**src/design/synth_prog_pkg.sv**
```systemverilog
package synth_prog_pkg;

  // ------------------------------------------------------------
  // serial word layout
  // ------------------------------------------------------------
  localparam int          WORD_W       = 16;
  localparam int          DATA_W       = 14;
  localparam int          ADDR_HI_BIT  = 15;
  localparam int          ADDR_LO_BIT  = 14;
  localparam logic [3:0]  LOAD_PULSES  = 4'ha;  // shift clocks after write strobe rises

  // ------------------------------------------------------------
  // destination addresses
  // ------------------------------------------------------------
  localparam logic [1:0]  ADDR_POST_SCALE = 2'h0;
  localparam logic [1:0]  ADDR_VCO_DIV    = 2'h1;
  localparam logic [1:0]  ADDR_REF_DIV    = 2'h2;
  localparam logic [1:0]  ADDR_RESERVED   = 2'h3;

  // ------------------------------------------------------------
  // values after reset
  // ------------------------------------------------------------
  localparam logic [1:0]  POST_SCALE_RST = 2'h0;
  localparam logic [13:0] VCO_DIV_RST    = 14'h0001;
  localparam logic [13:0] REF_DIV_RST    = 14'h0001;

  // ------------------------------------------------------------
  // types
  // ------------------------------------------------------------
  typedef enum logic [1:0]
  {
    st_idle  = 2'b00,
    st_write = 2'b01,
    st_load  = 2'b10,
    st_read  = 2'b11
  } ser_state_e;

  typedef struct packed
  {
    logic sclk;
    logic wr_n;
    logic rd_n;
    logic io;
  } serial_in_s;

  typedef struct packed
  {
    logic up;
    logic dn;
  } pump_s;

  typedef struct packed
  {
    ser_state_e  state;
    logic        sclk_q;
    logic        ref_q;
    logic        vco_q;
    logic [15:0] shreg;
    logic [3:0]  load_cnt;
    logic [1:0]  post_scale_select;
    logic [13:0] vco_divide_ratio;
    logic [13:0] ref_divide_ratio;
    logic [13:0] ref_cnt;
    logic [13:0] vco_cnt;
    logic [2:0]  post_cnt;
    logic        synth;
    pump_s       pump;
    logic        io_out;
    logic        io_oe_n;
  } core_state_s;

endpackage

```
**src/design/synth_divider_serial_prog.sv**
```systemverilog
// What this block does
// - write strobe low: shift a sixteen-bit word in from the data pin
// - word is two address bits then fourteen data bits
// - data pin sampled at each rising shift clock during a write
// - write strobe rising: shifting stops and the word is held in the shift register
// - ten shift clocks after write strobe rises move data into the divider
// - address 00 post-scaler, 01 vco divider, 10 reference divider, 11 reserved
// - post-scaler code 00/01/10/11 divides by 1/2/4/8
// - divider values are binary ratios; zero and one both divide by one
// - read strobe low: shift register contents go out over sixteen clocks
// - each new read bit appears at the rising shift clock
// - select high: all three ratios come from fixed rom
// - reference leads: up set on reference edge, cleared on next vco edge
// - vco leads: down set on vco edge, cleared on next reference edge
// - up and down never both asserted
// - select low: ratios come from serially loaded registers
`timescale 1ns/1ps

module synth_divider_serial_prog #(
  parameter logic [13:0] ROM_REF_RATIO  = 14'h0001,
  parameter logic [13:0] ROM_VCO_RATIO  = 14'h0001,
  parameter logic [1:0]  ROM_POST_SCALE = 2'h0
) (
  input  wire logic                       i_core_clk,
  input  wire logic                       i_arst_n,
  input  wire synth_prog_pkg::serial_in_s i_serial,
  output logic                            o_io,
  output logic                            o_io_oe_n,
  input  wire logic                       i_sel,
  input  wire logic                       i_ref_clk,
  input  wire logic                       i_vco_clk,
  output logic                            o_synth_output,
  output synth_prog_pkg::pump_s           o_pump
);

  // ------------------------------------------------------------
  // divider step
  // ------------------------------------------------------------
  // returns {terminal pulse, next count}
  function automatic logic [14:0] div_step(input logic [13:0] cnt,
                                           input logic [13:0] ratio);
    logic [13:0] last;
    last = (ratio <= 14'h0001) ? 14'h0000 : 14'(ratio - 14'h0001);
    if (cnt >= last)
    begin
      div_step = {1'b1, 14'h0000};
    end
    else
    begin
      div_step = {1'b0, 14'(cnt + 14'h0001)};
    end
  endfunction

  // ------------------------------------------------------------
  // state
  // ------------------------------------------------------------
  synth_prog_pkg::core_state_s st;
  synth_prog_pkg::core_state_s next_st;

  logic        sclk_rise;
  logic        ref_edge;
  logic        vco_edge;
  logic        ref_pulse;
  logic        vco_pulse;
  logic        commit;
  logic [13:0] ref_ratio_eff;
  logic [13:0] vco_ratio_eff;
  logic [1:0]  post_eff;
  logic [14:0] ref_step;
  logic [14:0] vco_step;

  // edges of synchronous inputs
  assign sclk_rise = i_serial.sclk & ~st.sclk_q;
  assign ref_edge  = i_ref_clk & ~st.ref_q;
  assign vco_edge  = i_vco_clk & ~st.vco_q;

  // ratio source selection
  assign ref_ratio_eff = i_sel ? ROM_REF_RATIO  : st.ref_divide_ratio;
  assign vco_ratio_eff = i_sel ? ROM_VCO_RATIO  : st.vco_divide_ratio;
  assign post_eff      = i_sel ? ROM_POST_SCALE : st.post_scale_select;

  // divided clocks
  assign ref_step  = div_step(st.ref_cnt, ref_ratio_eff);
  assign vco_step  = div_step(st.vco_cnt, vco_ratio_eff);
  assign ref_pulse = ref_edge & ref_step[14];
  assign vco_pulse = vco_edge & vco_step[14];

  // ------------------------------------------------------------
  // next state
  // ------------------------------------------------------------
  always_comb
  begin
    next_st        = st;
    commit         = 1'b0;
    next_st.sclk_q = i_serial.sclk;
    next_st.ref_q  = i_ref_clk;
    next_st.vco_q  = i_vco_clk;
    next_st.io_oe_n = i_serial.rd_n;

    // serial port sequencing
    case (st.state)
      synth_prog_pkg::st_idle:
      begin
        if (!i_serial.wr_n)
        begin
          next_st.state = synth_prog_pkg::st_write;
          if (sclk_rise)
          begin
            next_st.shreg = {st.shreg[14:0], i_serial.io};
          end
        end
        else if (!i_serial.rd_n)
        begin
          next_st.state = synth_prog_pkg::st_read;
          if (sclk_rise)
          begin
            next_st.io_out = st.shreg[15];
            next_st.shreg  = {st.shreg[14:0], st.shreg[15]};
          end
        end
      end
      synth_prog_pkg::st_write:
      begin
        if (i_serial.wr_n)
        begin
          next_st.state    = synth_prog_pkg::st_load;
          next_st.load_cnt = 4'h0;
        end
        else if (sclk_rise)
        begin
          next_st.shreg = {st.shreg[14:0], i_serial.io};
        end
      end
      synth_prog_pkg::st_load:
      begin
        if (sclk_rise)
        begin
          if (st.load_cnt == 4'(synth_prog_pkg::LOAD_PULSES - 4'h1))
          begin
            commit        = 1'b1;
            next_st.state = synth_prog_pkg::st_idle;
          end
          else
          begin
            next_st.load_cnt = 4'(st.load_cnt + 4'h1);
          end
        end
      end
      synth_prog_pkg::st_read:
      begin
        if (i_serial.rd_n)
        begin
          next_st.state = synth_prog_pkg::st_idle;
        end
        else if (sclk_rise)
        begin
          next_st.io_out = st.shreg[15];
          next_st.shreg  = {st.shreg[14:0], st.shreg[15]};
        end
      end
      default:
      begin
        next_st.state = synth_prog_pkg::st_idle;
      end
    endcase

    // address decode of the held word
    if (commit)
    begin
      case (st.shreg[synth_prog_pkg::ADDR_HI_BIT:synth_prog_pkg::ADDR_LO_BIT])
        synth_prog_pkg::ADDR_POST_SCALE: next_st.post_scale_select = st.shreg[1:0];
        synth_prog_pkg::ADDR_VCO_DIV:    next_st.vco_divide_ratio  = st.shreg[13:0];
        synth_prog_pkg::ADDR_REF_DIV:    next_st.ref_divide_ratio  = st.shreg[13:0];
        default:                         next_st.state = synth_prog_pkg::st_idle;
      endcase
    end

    // reference and vco dividers
    if (ref_edge)
    begin
      next_st.ref_cnt = ref_step[13:0];
    end
    if (vco_edge)
    begin
      next_st.vco_cnt  = vco_step[13:0];
      next_st.post_cnt = 3'(st.post_cnt + 3'h1);
    end

    // post-scaler output
    case (post_eff)
      2'h0:    next_st.synth = i_vco_clk;
      2'h1:    next_st.synth = next_st.post_cnt[0];
      2'h2:    next_st.synth = next_st.post_cnt[1];
      default: next_st.synth = next_st.post_cnt[2];
    endcase

    // three-state phase/frequency detector
    if (ref_pulse && vco_pulse)
    begin
      next_st.pump = '0;
    end
    else if (ref_pulse)
    begin
      next_st.pump.up = ~st.pump.dn;
      next_st.pump.dn = 1'b0;
    end
    else if (vco_pulse)
    begin
      next_st.pump.dn = ~st.pump.up;
      next_st.pump.up = 1'b0;
    end
  end

  // ------------------------------------------------------------
  // registers
  // ------------------------------------------------------------
  always_ff @(posedge i_core_clk or negedge i_arst_n)
  begin
    if (!i_arst_n)
    begin
      st                   <= '0;
      st.state             <= synth_prog_pkg::st_idle;
      st.post_scale_select <= synth_prog_pkg::POST_SCALE_RST;
      st.vco_divide_ratio  <= synth_prog_pkg::VCO_DIV_RST;
      st.ref_divide_ratio  <= synth_prog_pkg::REF_DIV_RST;
      st.io_oe_n           <= 1'b1;
    end
    else
    begin
      st <= next_st;
    end
  end

  // outputs straight from flops
  assign o_io           = st.io_out;
  assign o_io_oe_n      = st.io_oe_n;
  assign o_synth_output = st.synth;
  assign o_pump         = st.pump;
endmodule

```
**config.mk**
```make
export PLATFORM = sky130hd
export DESIGN_NAME = synth_divider_serial_prog
export DESIGN_NICKNAME = d
export VERILOG_FILES = /design/src/design/synth_prog_pkg.sv /design/src/design/synth_divider_serial_prog.sv
export SDC_FILE = /design/constraint.sdc
export NUM_CORES = 1
export LEC_CHECK = 0
export BUFFER_PORTS_ARGS = -buffer_cell sky130_fd_sc_hd__clkbuf_2
export CELL_PAD_IN_SITES_DETAIL_PLACEMENT = 1
export CELL_PAD_IN_SITES_GLOBAL_PLACEMENT = 2
export CORE_UTILIZATION = 45
export DETAILED_ROUTE_END_ITERATION = 10
export PLACE_DENSITY = 0.89
export SLEW_MARGIN = 10
export SYNTH_ARGS = -nofsm -noshare
export SYNTH_HDL_FRONTEND = slang
export SYNTH_SLANG_ARGS = --single-unit
```
**constraint.sdc**
```tcl
create_clock -name i_core_clk -period 7.8 [get_ports i_core_clk]
set_input_delay 0.78 -clock i_core_clk [delete_from_list [all_inputs] [get_ports i_core_clk]]
set_output_delay 0.78 -clock i_core_clk [all_outputs]
set_load 0.01 [all_outputs]
```
==> results.json, run 1 <==
{
  "status": "completed",
  "irDropWorstVdd_uv": 117,
  "grt_pass1_vias": 4429,
  "ys_seq_elements": 91,
  "yosysMostFrequentCell": "dfrtp_1",
  "max-slew-margin-rel_pct": 19.9,
  "track_usage_pct": 22.8,
  "postSynthCellCount": 559,
  "cts_tree": "done",
  "endpoint_kind": "flop",
  "antennaDiodeCount": 0,
  "crit_arrival_ns": 4.93,
  "final_area_sq_mm": 0.00606,
  "path_max_fanout": 30,
  "num_vias": 4223,
  "via_per_inst": 5.69,
  "m1WireLength_microns": 6120,
  "powerDensity_mw_per_mm2": 231,
  "worstReg2RegStart": "st[50]",
  "cts_num_sinks": 91,
  "fin_nets": 621,
  "grt_pass1_wl_microns": 22900,
  "synth_edf_count": 0,
  "r2r_slack_ns": 4.12,
  "setup_tns_ns": 0,
  "cts-resized-gates": 0,
  "die-area_sq_mm": 0.0129,
  "antenna_found_initial": 0,
  "cts_max_level": 3,
  "die_h_microns": 114,
  "wire_per_inst_microns": 17.6,
  "drtPass1Iterations": 4,
  "finClkSkew_ns": 0.00936,
  "grt_start_max_net_pins": 63,
  "cp.required_ns": 8.03,
  "worst_skew_pair.late_latency_ns": 0.35,
  "crit_type": "in -> reg",
  "syn_nets": 611,
  "remaining_drc_errors": 0,
  "globalplace.congestion": 0.859,
  "syn-mean-instance-area_sq_um": 10.0,
  "synth_cell_types": 65,
  "ys.flop_type": "dfrtp_1",
  "hold_path_class": "in -> async",
  "route.met3.wl_microns": 296,
  "ys_top_cells_by_area": "dfrtp_1 39%, ha_1 9.6%, mux2_4 4.8%, nand2_1 3.7%, nor2_1 3.4%",
  "post-synth-top-area-fraction_pct": 39.3,
  "synthToLayoutAreaGrowth_pct": 8.34,
  "drv_slew": 0,
  "wl_met2_microns": 6480,
  "rsz0062_at_grt": "false",
  "postCtsSetupBuffers": 0,
  "core-area_sq_mm": 0.0121,
  "cts_buffers": 9,
  "startpoint_type": "primary input",
  "synthTopCellsByCount": "88 x dfrtp_1, 55 x nand2_1, 51 x nor2_1",
  "fmax_mhz": 212,
  "overflow": 0,
  "finalHoldViolations": 0,
  "placed_cell_area_sq_mm": 0.00579,
  "clk_path_buf_depth": 2,
  "worstMarginPinSlew_ns": 1.19,
  "setup-violations-final": 0,
  "ys_seq_area_share_pct": 40.8,
  "rr_worst_depth": 10,
  "hold_buffers": 0,
  "ant_nets": 0,
  "synth.largest_area_cell": "dfrtp_1",
  "maxCapViolations": 0,
  "io_pins": 14,
  "start_util_pct": 46.4,
  "drive_above_1_share_pct": 13.4,
  "dp_hpwl_microns": 9860,
  "min_period_over_period_pct": 60.4,
  "cts-root-buf": "clkbuf_16",
  "die_w_microns": 114,
  "clkTransAtPathRegs_ns": 0.06,
  "ys_async_sr_fraction_pct": 100,
  "p_leak_nw": 2.74,
  "syn_area_sq_mm": 0.00560,
  "period_minus_slack_ns": 4.71,
  "top_layer": "met4",
  "fin_util_pct": 50.3,
  "drt-total-wl_microns": 13100,
  "yosysWarnings": 0,
  "p_total_mw": 1.40,
  "first_iter_violations": 169,
  "r2r_end": "o_pump[0]",
  "rows": 40,
  "port_buffers": 13
}
==> layout make-up <==
cell class	instances	area (sq um)
Clock buffer	10	229
Clock inverter	6	47.5
Fill cell	1332	6000
Inverter	22	82.6
Multi-Input combinational cell	430	3130
Sequential cell	91	2280
Tap cell	168	210
Timing Repair Buffer	15	82.6
==> layer usage <==
metal,global-route usage (%),vias up
met2,39.5,40
li1,-,2024
met1,28.7,2150
met5,0,-
met3,4.99,9
met4,6.40,0
==> layout by cell type (no fill, tap or decap), types with 9 or more instances in the layout <==
master	count
dfrtp_1	88
nand4_1	10
a22o_1	15
clkbuf_16	9
nor2b_1	9
mux2_4	18
xor2_1	17
nand2_1	55
nor3_1	18
ha_1	43
clkbuf_2	12
mux2_2	12
o21ai_0	25
nand3_1	28
a21oi_1	17
nor2_1	51
inv_1	21
xnor2_1	18
==> sequential cells by signal (all words and copies together), names as in the netlist <==
| name | flops |
|---|---|
| o_io | 1 |
| o_pump | 2 |
| o_io_oe_n | 1 |
| o_synth_output | 1 |
| st | 86 |
==> kinds of logic after synthesis <==
family          after synthesis  share of synthesized area [%]
xor+xnor                     35                           5.48
simple gates                207                           18.5
mux                          37                           8.56
fa+ha+maj                    43                           9.61
flops                        91                           40.8
compound gates              108                           13.8
buf+inv                      38                           3.31
==> power breakdown <==
part           total, mW  leakage, nW  internal [mW]  switching, mW
clock              0.412        0.134          0.220          0.192
sequential         0.638         1.21          0.544         0.0940
combinational      0.349         1.40          0.148          0.201
total               1.40         2.74          0.912          0.487
==> stage by stage <==
step / setup WS [ns] / hold WS (ns) / instances
final: 3.09 / 0.361 / 742
after global routing: 2.65 / 0.378 / 742
after CTS: 3.09 / 0.364 / 742
after detailed placement: 2.77 / 0.467 / 726
after global placement: 2.95 / 0.469 / 726
after floorplan: 3.94 / 0.443 / 559
==> worst max-delay path: stages <==
cell and delay [ns]:
clkbuf_2 0.47, clkinv_1 0.62, nand2_1 0.25, ha_1 0.25, o211ai_1 0.18, nor3b_1 0.28
mux2_1 0.35, nand2_1 0.07, ha_1 0.19, nand4_1 0.13, nor2_2 0.25, o311ai_4 0.21
a21oi_2 0.49, mux2_1 0.38
==> worst max-delay path by stage <==
stage	endpoint	slack, ns	startpoint	cells past startpoint
floorplan	o_pump[0]	3.94	i_sel	15
global placement	o_pump[0]	2.95	i_sel	14
detailed placement	o_pump[0]	2.77	i_sel	14
CTS	o_pump[0]	3.09	i_sel	14
global route	o_pump[0]	2.65	i_sel	14
finish	o_pump[0]	3.09	i_sel	14
(Power assumes the default switching activity.)
==> inputs of run 2 (changes only) <==
--- a/config.mk
+++ b/config.mk
@@ -5,12 +5,13 @@
 export SDC_FILE = /design/constraint.sdc
 export NUM_CORES = 1
 export LEC_CHECK = 0
+export ABC_AREA = 1
 export BUFFER_PORTS_ARGS = -buffer_cell sky130_fd_sc_hd__clkbuf_2
 export CELL_PAD_IN_SITES_DETAIL_PLACEMENT = 1
 export CELL_PAD_IN_SITES_GLOBAL_PLACEMENT = 2
-export CORE_UTILIZATION = 45
+export CORE_UTILIZATION = 38
 export DETAILED_ROUTE_END_ITERATION = 10
-export PLACE_DENSITY = 0.89
+export PLACE_DENSITY = 0.83
 export SLEW_MARGIN = 10
 export SYNTH_ARGS = -nofsm -noshare
 export SYNTH_HDL_FRONTEND = slang
==> constraint.sdc (replaced) <==
create_clock -name i_core_clk -period 4.7 [get_ports i_core_clk]
set_input_delay 0.47 -clock i_core_clk [delete_from_list [all_inputs] [get_ports i_core_clk]]
set_output_delay 0.47 -clock i_core_clk [all_outputs]
set_load 0.01 [all_outputs]
==> run 2 against run 1 <==
Against the previous run:
- total power grew 110%
- hold slack lost 0.20 ns
- clock skew grew 0.00069 ns
- clock-buffer cell count is the same
- setup slack lost 1.8 ns
- combinational power grew to 3.1 times the previous value
- sequential power grew 74%
- flip-flop and latch count is the same
- first-iteration DRC count grew 15%
- via count grew 13%
- synthesized area grew 3.1%
- critical path type unchanged
- largest cell class unchanged
- largest power group unchanged
- highest routed layer unchanged
==> results.json, run 2 <==
{
  "p_sw_mw": 1.22,
  "drive_above_1_share_pct": 11.1,
  "final_cell_mix": "168 x nand2_1, 95 x inv_1, 88 x dfrtp_1, 80 x nor2_1, 48 x nand3_1",
  "maxCapViolations": 0,
  "ys_top_cells_by_area": "dfrtp_1 38%, nand2_1 11%, ha_1 9.3%, inv_1 6.2%, nor2_1 5.2%",
  "via_per_inst": 5.10,
  "period_minus_slack_ns": 3.39,
  "ys_async_sr_fraction_pct": 100,
  "start_util_pct": 39.3,
  "syn_area_sq_mm": 0.00577,
  "post-synth-top-area-fraction_pct": 38.2,
  "clock_power_share_pct": 25.3,
  "io_pins": 14,
  "p_leak_nw": 3.03,
  "dp_hpwl_microns": 11000,
  "final_common_cell": "nand2_1",
  "die_w_microns": 125,
  "p_comb_share_pct": 37.1,
  "path_common_cell": "nand2_1",
  "largest-register": "st",
  "ys.flop_type": "dfrtp_1",
  "grt_pass1_vias": 5008,
  "fin_nets": 798,
  "min_period_over_period_pct": 72.1,
  "synthToLayoutAreaGrowth_pct": 8.33,
  "crit_type": "in -> reg",
  "grt_pass1_wl_microns": 24600,
  "clkTransAtPathRegs_ns": 0.08,
  "die_h_microns": 125,
  "fin_util_pct": 42.5,
  "crit_arrival_ns": 3.68,
  "hold_path_class": "in -> async",
  "remaining_drc_errors": 0,
  "status": "completed",
  "finalHoldViolations": 0,
  "rr_worst_depth": 18,
  "path_cells": "clkbuf_2, inv_4, nand2_1, ha_1, o21ai_1, nor3_2, nand2_1, inv_1, or2_1, ha_1, nand2_1, nand2_1, nand2_1, nand3_1, nand2_1, nand3_1, nand2_1, clkinv_1, nor2_1",
  "placed_cell_area_sq_mm": 0.00595,
  "synthTopCellsByCount": "168 x nand2_1, 95 x inv_1, 88 x dfrtp_1",
  "core-area_sq_mm": 0.0147,
  "cts_num_sinks": 91,
  "setup-violations-final": 0,
  "fillCellCount": 1820,
  "yosysWarnings": 0,
  "cp.required_ns": 4.99,
  "drt-total-wl_microns": 14100,
  "rows": 44,
  "cts-root-buf": "clkbuf_16",
  "powerDensity_mw_per_mm2": 472,
  "ant_nets": 0,
  "grt_start_max_net_pins": 54,
  "pwr-share-seq_pct": 37.7,
  "cts_max_level": 3,
  "irDropWorstVdd_uv": 260,
  "antenna_found_initial": 0,
  "clk_path_buf_depth": 2,
  "max-slew-margin-rel_pct": 50.8,
  "rsz0062_at_grt": "false",
  "postCtsSetupBuffers": 0,
  "cts_buffers": 9,
  "cts_tree": "done",
  "synth_edf_count": 0,
  "yosysMostFrequentCell": "nand2_1",
  "startpoint_type": "primary input",
  "cts-resized-gates": 0,
  "postSynthCellCount": 736,
  "overflow": 0,
  "worstMarginPinSlew_ns": 0.734,
  "ys_seq_area_share_pct": 39.5,
  "endpoint_kind": "flop",
  "setup_tns_ns": 0,
  "p_int_mw": 1.74,
  "die-area_sq_mm": 0.0157,
  "final_area_sq_mm": 0.00625,
  "sw_frac_of_total_pct": 41.2,
  "syn_nets": 788,
  "whs_ns": 0.164,
  "fmax_mhz": 295,
  "num_vias": 4772,
  "synth_cell_types": 42,
  "syn-mean-instance-area_sq_um": 7.84,
  "hold_buffers": 0,
  "finClkSkew_ns": 0.0101,
  "track_usage_pct": 19.6,
  "globalplace.congestion": 0.790,
  "ys_seq_elements": 91,
  "antennaDiodeCount": 0,
  "wire_per_inst_microns": 15.1,
  "synth.largest_area_cell": "dfrtp_1",
  "worst_skew_pair.late_latency_ns": 0.36,
  "max_stage_delay_ns": 0.30,
  "path_max_fanout": 28,
  "first_iter_violations": 195,
  "drv_slew": 0,
  "crit_slowest_cell": "inv_4",
  "port_buffers": 13,
  "drtPass1Iterations": 6,
  "largest_register_ffs": 86
}
run 2: changes by cell type in the layout (fill, tap and decap cells not counted), moves of 18 or more:
| cell | change |
|---|---|
| nand2_1 | +113 |
| inv_1 | +74 |
| nor2_1 | +29 |
| o21ai_1 | +23 |
| nand3_1 | +20 |
| mux2_4 | -18 |
run 2: cell families after synthesis:
| logic type | after synthesis | share of synthesized area, % |
|---|---|---|
| simple gates | 353 | 28.0 |
| buf+inv | 118 | 9.04 |
| compound gates | 113 | 11.4 |
| flops | 91 | 39.5 |
| fa+ha+maj | 43 | 9.32 |
| xor+xnor | 18 | 2.73 |
run 2: layer usage:
layer | up-vias | part of all wire [%] | track usage [%]
li1 | 2412 | - | -
met1 | 2308 | 49 | 26.2
met2 | 31 | 47 | 31.7
met3 | 21 | 1.4 | 2.82
met4 | 0 | 2.5 | 8.54
met5 | - | 0 | 0
run 2: worst paths after layout:
check	slack, ns	to	start
worst min register to register	0.50	st[57]	st[57]
min in group i_core_clk	0.24	o_io_oe_n	i_serial[1]
worst max-delay path	1.31	st[12]	i_sel
worst min-delay path	0.16	st[14]	i_arst_n
worst max register to register	1.56	st[12]	st[50]
max in group asynchronous	3.52	st[36]	i_arst_n
run 2: area by class of cell:
cell class | count | area (sq um) | area share [%]
timing repair buffer | 15 | 82.6 | 1.32
clock buffer | 10 | 239 | 3.82
multi-input combinational | 527 | 2970 | 47.5
inverter | 102 | 385 | 6.16
sequential | 91 | 2280 | 36.5
tap | 184 | 230 | 3.68
clock inverter | 6 | 65.1 | 1.04
run 2: critical path, delay by kind of cell:
kind | cells | cell delay, ns
compound gates | 1 | 0.18
fa+ha+maj | 2 | 0.55
buf+inv | 4 | 0.88
simple gates | 12 | 1.56
run 2: power groups by stage:
stage               Sequential (mW)  Clock (mW)  Combinational (mW)
finish                         1.11       0.745                1.09
floorplan                      1.07           0               0.861
CTS                            1.11       0.769                1.12
detailed placement             1.12           0                1.12
global placement               1.12           0                1.06
global route                   1.14       0.795                1.28
run 2: stage by stage:
stage               setup slack, ns  cells  total power [mW]
floorplan                      1.90    736              1.94
global placement               1.14    919              2.17
detailed placement            0.866    919              2.24
CTS                            1.27    935              3.00
global route                  0.945    935              3.21
finish                         1.31    935              2.95
